**src/design/asfs_pkg.sv**
```systemverilog
// constants and carrier types of the serial frame sequencer
package asfs_pkg;
  localparam int unsigned RES_W         = 12;
  localparam int unsigned IDX_W         = 4;
  localparam int unsigned CHAN_W        = 2;
  localparam int unsigned CTL_W         = 8;
  localparam logic [3:0]  HOLD_IDX      = 4'h3;
  localparam logic [3:0]  FIRST_BIT_IDX = 4'h4;
  localparam logic [3:0]  LAST_IDX      = 4'hf;
  localparam logic [3:0]  CTL_BITS      = 4'h8;
  localparam int unsigned CHAN_HI       = 4;
  localparam int unsigned CHAN_LO       = 3;
  localparam logic [1:0]  CHAN_DEFAULT  = 2'h0;
  localparam logic [11:0] DAC_START     = 12'h800;

  typedef struct packed {
    logic sclk;
    logic cs_n;
    logic din;
    logic comp;
  } asfs_pins_t;

  localparam asfs_pins_t PINS_IDLE = '{sclk: 1'b0, cs_n: 1'b1, din: 1'b0, comp: 1'b0};

  typedef enum logic [1:0] {
    PH_IDLE  = 2'h0,
    PH_TRACK = 2'h1,
    PH_CONV  = 2'h3
  } asfs_phase_t;
endpackage

```
**src/design/asfs_top.sv**
```systemverilog
// frame sequencer and successive-approximation control of a four-input serial converter
// How it works
// - track for first three clocks of slot
// - hold and convert clocks four to sixteen
// - sample taken on fourth falling clock edge
// - chip select low spans one framed transfer
// - result out, next channel in, each slot
// - conversions start sixteen clocks apart within a frame
// - step DAC word until comparator balances
// - result MSB first from clock five; float
// - first eight rising edges capture control byte
// - byte bits four and three pick channel
// - first conversion after reset uses input one
`timescale 1ns/10ps
`default_nettype none
module asfs_top (
  input  wire logic                     MCLK_I,
  input  wire logic                     RST_N_I,
  input  wire logic                     SCLK_I,
  input  wire logic                     CS_N_I,
  input  wire logic                     DIN_I,
  input  wire logic                     COMP_I,
  output logic                          TRACK_O,
  output logic [asfs_pkg::CHAN_W-1:0]   MUX_SEL_O,
  output logic [asfs_pkg::RES_W-1:0]    DAC_WORD_O,
  output logic                          DOUT_O,
  output logic                          DOUT_OE_N_O,
  output logic [asfs_pkg::RES_W-1:0]    RESULT_O,
  output logic                          RESULT_VALID_O
);
  import asfs_pkg::*;

  asfs_pins_t            pin_meta_reg;
  asfs_pins_t            pin_sync_reg;
  logic                  sclk_gated;
  logic                  sclk_prev_reg;
  logic                  sclk_fall;
  logic                  sclk_rise;
  asfs_phase_t           phase_reg;
  logic [IDX_W-1:0]      fall_idx_reg;
  logic [IDX_W-1:0]      fall_idx_next;
  logic [IDX_W-1:0]      rise_idx_reg;
  logic [CTL_W-2:0]      ctl_reg;
  logic [CTL_W-1:0]      ctl_byte;
  logic [CHAN_W-1:0]     chan_pend_reg;
  logic [RES_W-1:0]      dac_reg;
  logic [RES_W-1:0]      sar_next;
  logic [IDX_W-1:0]      bit_pos;
  logic                  bit_slot;

  // pins come from the host's domain
  always_ff @(posedge MCLK_I or negedge RST_N_I) begin
    if (!RST_N_I) begin
      pin_meta_reg <= PINS_IDLE;
      pin_sync_reg <= PINS_IDLE;
    end else begin
      pin_meta_reg <= '{sclk: SCLK_I, cs_n: CS_N_I, din: DIN_I, comp: COMP_I};
      pin_sync_reg <= pin_meta_reg;
    end
  end

  // serial clock is held high while deselected, so a select fall with the clock
  // low counts as the first falling edge
  assign sclk_gated = pin_sync_reg.sclk | pin_sync_reg.cs_n;
  assign sclk_fall  = sclk_prev_reg & ~sclk_gated;
  assign sclk_rise  = ~sclk_prev_reg & sclk_gated & ~pin_sync_reg.cs_n;

  always_ff @(posedge MCLK_I or negedge RST_N_I) begin
    if (!RST_N_I) begin
      sclk_prev_reg <= 1'b1;
    end else begin
      sclk_prev_reg <= sclk_gated;
    end
  end

  // slot position: the first fall of a frame is index zero, the count wraps every slot
  assign fall_idx_next = (phase_reg == PH_IDLE) ? '0 : IDX_W'(fall_idx_reg + 1'b1);

  always_ff @(posedge MCLK_I or negedge RST_N_I) begin
    if (!RST_N_I) begin
      phase_reg    <= PH_IDLE;
      fall_idx_reg <= '0;
      TRACK_O      <= 1'b0;
    end else if (pin_sync_reg.cs_n) begin
      phase_reg    <= PH_IDLE;
      fall_idx_reg <= '0;
      TRACK_O      <= 1'b0;
    end else if (sclk_fall) begin
      fall_idx_reg <= fall_idx_next;
      if (fall_idx_next == '0) begin
        phase_reg <= PH_TRACK;
        TRACK_O   <= 1'b1;
      end else if (fall_idx_next == HOLD_IDX) begin
        phase_reg <= PH_CONV;
        TRACK_O   <= 1'b0;
      end
    end
  end

  // control byte on the first eight rising edges of each slot
  assign ctl_byte = {ctl_reg, pin_sync_reg.din};

  always_ff @(posedge MCLK_I or negedge RST_N_I) begin
    if (!RST_N_I) begin
      rise_idx_reg  <= '0;
      ctl_reg       <= '0;
      chan_pend_reg <= CHAN_DEFAULT;
    end else if (pin_sync_reg.cs_n) begin
      rise_idx_reg <= '0;
    end else if (sclk_fall && fall_idx_next == '0) begin
      rise_idx_reg <= '0;
    end else if (sclk_rise && rise_idx_reg < CTL_BITS) begin
      ctl_reg      <= ctl_byte[CTL_W-2:0];
      rise_idx_reg <= IDX_W'(rise_idx_reg + 1'b1);
      if (rise_idx_reg == CTL_BITS - 1'b1) begin
        chan_pend_reg <= ctl_byte[CHAN_HI:CHAN_LO];
      end
    end
  end

  // the channel chosen in one slot is tracked in the next
  always_ff @(posedge MCLK_I or negedge RST_N_I) begin
    if (!RST_N_I) begin
      MUX_SEL_O <= CHAN_DEFAULT;
    end else if (!pin_sync_reg.cs_n && sclk_fall && fall_idx_next == '0) begin
      MUX_SEL_O <= chan_pend_reg;
    end
  end

  // one trial bit per falling edge; comparator high keeps the bit
  assign bit_slot = (phase_reg == PH_CONV) && (fall_idx_next >= FIRST_BIT_IDX);

  always_comb begin
    sar_next = dac_reg;
    bit_pos  = IDX_W'(LAST_IDX - fall_idx_next);
    if (bit_slot) begin
      sar_next[bit_pos] = pin_sync_reg.comp;
      if (bit_pos != '0) begin
        sar_next[IDX_W'(bit_pos - 1'b1)] = 1'b1;
      end
    end
  end

  always_ff @(posedge MCLK_I or negedge RST_N_I) begin
    if (!RST_N_I) begin
      dac_reg <= '0;
    end else if (!pin_sync_reg.cs_n && sclk_fall) begin
      if (phase_reg == PH_TRACK && fall_idx_next == HOLD_IDX) begin
        dac_reg <= DAC_START;
      end else if (bit_slot) begin
        dac_reg <= sar_next;
      end
    end
  end

  assign DAC_WORD_O = dac_reg;

  always_ff @(posedge MCLK_I or negedge RST_N_I) begin
    if (!RST_N_I) begin
      RESULT_O       <= '0;
      RESULT_VALID_O <= 1'b0;
    end else begin
      RESULT_VALID_O <= 1'b0;
      if (!pin_sync_reg.cs_n && sclk_fall && bit_slot && fall_idx_next == LAST_IDX) begin
        RESULT_O       <= sar_next;
        RESULT_VALID_O <= 1'b1;
      end
    end
  end

  // serial out: prior slot's last bit kept through the slot's first fall, zeros after, then each decided bit as it settles
  always_ff @(posedge MCLK_I or negedge RST_N_I) begin
    if (!RST_N_I) begin
      DOUT_O      <= 1'b0;
      DOUT_OE_N_O <= 1'b1;
    end else begin
      DOUT_OE_N_O <= pin_sync_reg.cs_n;
      if (pin_sync_reg.cs_n) begin
        DOUT_O <= 1'b0;
      end else if (sclk_fall) begin
        if (bit_slot) begin
          DOUT_O <= pin_sync_reg.comp;
        end else if (fall_idx_next != '0) begin
          DOUT_O <= 1'b0;
        end
      end
    end
  end
endmodule
`default_nettype wire

```
**config.mk**
```make
export PLATFORM = sky130hd
export DESIGN_NAME = asfs_top
export DESIGN_NICKNAME = d
export VERILOG_FILES = /design/src/design/asfs_pkg.sv /design/src/design/asfs_top.sv
export SDC_FILE = /design/constraint.sdc
export NUM_CORES = 1
export LEC_CHECK = 0
export BUFFER_PORTS_ARGS = -buffer_cell sky130_fd_sc_hd__buf_2
export CORE_MARGIN = 2
export CORE_UTILIZATION = 60
export DETAILED_ROUTE_END_ITERATION = 8
export PLACE_DENSITY = 0.92
export SYNTH_ARGS = -nofsm -noshare
export SYNTH_HDL_FRONTEND = slang
export SYNTH_SLANG_ARGS = --single-unit
export TNS_END_PERCENT = 1
```
**constraint.sdc**
```tcl
create_clock -name MCLK_I -period 6.87 [get_ports MCLK_I]
set_input_delay 1.0305 -clock MCLK_I [delete_from_list [all_inputs] [get_ports MCLK_I]]
set_output_delay 1.0305 -clock MCLK_I [all_outputs]
set_load 0.005 [all_outputs]
```
==> key figures <==
Run status
  – Status: complete, no violations

Worst setup path
  – Crit-path cells: ha_1, xor2_2, nand2_1, or4_1, inv_4, mux2_1
  – CP Data Arrival Time: ~3.4 ns
  – Worst EP required: a little over 7 ns
  – Critical path class: reg -> reg
  – CP peak stage delay: approximately 0.83 ns
  – CP bufs+invs: 1
  – Critical path depth: 6
  – Largest delay share family, worst path: simple AND/OR/NAND/NOR gates
  – Reg2Reg Depth: 6
  – Worst setup EP type: flop
  – Slowest stage cell, crit path: or4_1
  – CP Launch Type: flop
  – Maximum fanout along the worst path: 20

Route
  – 1st-iter DRT viols: between 150 and 200
  – Antenna Nets Post-Route: 0
  – TritonRoute pass-1 iters: 4
  – Via Count: a little over 2000
  – Post-Route WL: about 5500 µm
  – Avg Vias per Cell: around 6.2
  – Routed WL per cell: ~17 µm
  – DRC: 0

STA
  – Worst slew pin tran: ~0.97 ns
  – Slew HR: a little over a third
  – RSZ-0062 raised after global routing: false
  – Setup_tns: 0 ns
  – Tcrit/Tclk final: 45.85%
  – Max Fclk: ~0.32 GHz
  – Number of slew-limit violations in the final report: 0
  – Setup-failing EPs final: 0
  – Hold Slack: ~0.36 ns
  – Worst clock skew: roughly 0.0044 ns
  – Final hold violation count: 0
  – Final worst slack: ~3.7 ns
  – Min Tclk post-route: between 3 and 4 ns

Logic synthesis
  – Synth Register Bits: 55
  – EDFF count, synth: 0
  – Synth Cell Area: 2651 µm²
  – Syn Area/Cell: 10.61 µm²
  – Yosys cell types: 58
  – Most used DFF post-synth: dfrtp_1
  – Post-Syn Instances: 250
  – Synth top cells by count: dfrtp_1 (51), nand2_1 (40), nor2_1 (12)
  – Synth Warn #: 0
  – Count leader, synth: dfrtp_1
  – Synth top area share: about half
  – Sequential share of the synthesized area: between 50% and 60%
  – Post-synth net total: roughly 260
  – Synth area leaders: dfrtp_1 (48%), nand2_1 (5.7%), mux2_1 (4.2%)
  – Most area-hungry cell type in the Yosys netlist: dfrtp_1
  – Async set-or-reset flop fraction in the synthesized netlist: 100.0%

Floorplanning
  – Initial Utilization: about three fifths
  – Die Area: just under 5000 µm²
  – Die height: 70.48 µm
  – Boundary Pins: 36
  – Row count: 24
  – Die width: 70.48 µm
  – CORE AREA: approximately 4300 µm²

Clock network
  – # Post-CTS Setup Buffers: 0
  – Clock latency on the worst-skew pair: a little over 0.3 ns
  – Htree depth: 2
  – CTS tree: built
  – Clock Tree Root: clkbuf_8
  – Clk slew on worst S/H paths: 0.09 ns
  – Cts repair resizes: 0
  – Hold-fix buffers, CTS: 0
  – Buffer levels on the longest clock path: 2
  – CTS buffer count: 5
  – Clk sink count: 55

Layout
  – Filler cells: around 330
  – Final-stage net count: 285
  – Area occupied by multi-input gates: roughly 1200 µm²
  – Diode count: 0
  – Finished Layout Cells: 330
  – Area grow syn2layout: 10.05%
  – Finished layout cell area: just under 3000 µm²
  – Share of cells above drive strength 1: approximately a fifth
  – Register area: ~1400 µm²

Power
  – Sw Share: approximately a quarter
  – VDD IR max: between 0.00015 and 0.0002 V
  – Clk pwr share: between 30 and 40%
  – NetSw: 138.7 µW
  – Pwr Density: around 200 nW/µm²
  – Power Internal: ~460 µW
  – Reg power frac: about three fifths
  – Comb power frac: 6.3%
  – Static Leak: between 1 and 1.5 nW

Job
  – Max-cap violations: 0

Worst hold path
  – Hold WC Path Type: reg -> reg
  – Hold-critical path depth: 0

Global route
  – Initial antenna violation count: 0
  – Vias in the first global route: between 1500 and 2000
  – First-pass GRT wire length: approximately 9500 µm
  – Largest net degree at the start of global routing: between 50 and 60
  – Tot GR Track Use: approximately a quarter
  – Overflow left after global routing: 0

Placement
  – Dpl cell area: about 2800 µm²
  – Post-Place Cells: roughly 320
  – IO buf count: 35
  – Dpl ws: 3.800 ns
  – HPWL Detailed: 3790 µm
  – RePlAce Congestion: 0.9087
metrics by stage:
step | power [mW] | util [%]
final | 0.5947 | 67.95
after detailed placement | 0.3890 | 65.33
after CTS | 0.5985 | 67.95
after global placement | 0.3868 | 65.33
after global routing | 0.6227 | 67.95
after floorplan | 0.3714 | -
cell usage in the layout (no fill, tap or decap), types with 5 or more instances in the layout:
master	Yosys	routed
dfrtp_1	51	51
nand2_1	40	40
buf_2	5	35
nor2_1	12	12
o21ai_1	11	11
nand3_1	10	10
mux2_1	10	10
a21oi_1	10	10
o21ai_0	6	6
a22o_1	6	6
mux2i_1	5	5
clkbuf_8	0	5
worst paths after layout:
| path | end | slack, ns | startpoint |
|---|---|---|---|
| worst max-delay path | RESULT_O[5]$_DFFE_PN0P_ | 3.72 | fall_idx_reg[0]$_DFFE_PN0P_ |
| worst min-delay path | ctl_byte[0]$_DFF_PN0_ | 0.36 | pin_meta_reg[1]$_DFF_PN0_ |
| worst max register to register | RESULT_O[5]$_DFFE_PN0P_ | 3.72 | fall_idx_reg[0]$_DFFE_PN0P_ |
| worst min register to register | ctl_byte[0]$_DFF_PN0_ | 0.36 | pin_meta_reg[1]$_DFF_PN0_ |
| max in group asynchronous | RESULT_O[7]$_DFFE_PN0P_ | 5.61 | RST_N_I |
| min in group asynchronous | MUX_SEL_O[1]$_DFFE_PN0P_ | 0.83 | RST_N_I |
power by group through the flow:
| stage | clock (mW) | sequential, mW | combinational (mW) |
|---|---|---|---|
| after floorplan | 0 | 0.348 | 0.0238 |
| after global placement | 0 | 0.351 | 0.0361 |
| after detailed placement | 0 | 0.352 | 0.0374 |
| after CTS | 0.215 | 0.345 | 0.0378 |
| after global routing | 0.232 | 0.347 | 0.0431 |
| final | 0.211 | 0.346 | 0.0376 |
area by class of cell:
type,instances,area share (%)
Tap cell,52,2.230
Sequential cell,55,47.34
Clock inverter,3,1.501
Inverter,4,0.6003
Multi-Input combinational cell,175,39.71
Timing Repair Buffer,36,6.261
Clock buffer,5,2.358
per-layer routing:
metal	up-vias	GRT usage [%]	wire, µm
met5	-	0	0
met3	12	5.628	332
li1	961	-	-
met1	996	34.79	2481
met2	89	36.58	2592
met4	0	8.761	112
logic make-up after synthesis:
kind of cell / share of synthesized area [%]
and+or+nand+nor: 16.09
AOI/OAI and AO/OA: 16.42
DFF: 52.10
buffers and inverters: 4.200
muxes: 6.701
xor gates and xnor gates: 3.540
adders and majority gates: 0.9437
worst register-to-register path, stage by stage, from the launching register on:
cell and delay, ns:
dfrtp_1 0.71, ha_1 0.47, xor2_2 0.30, nand2_1 0.19, or4_1 0.83, inv_4 0.20
mux2_1 0.33
(Power assumes the default switching activity.)
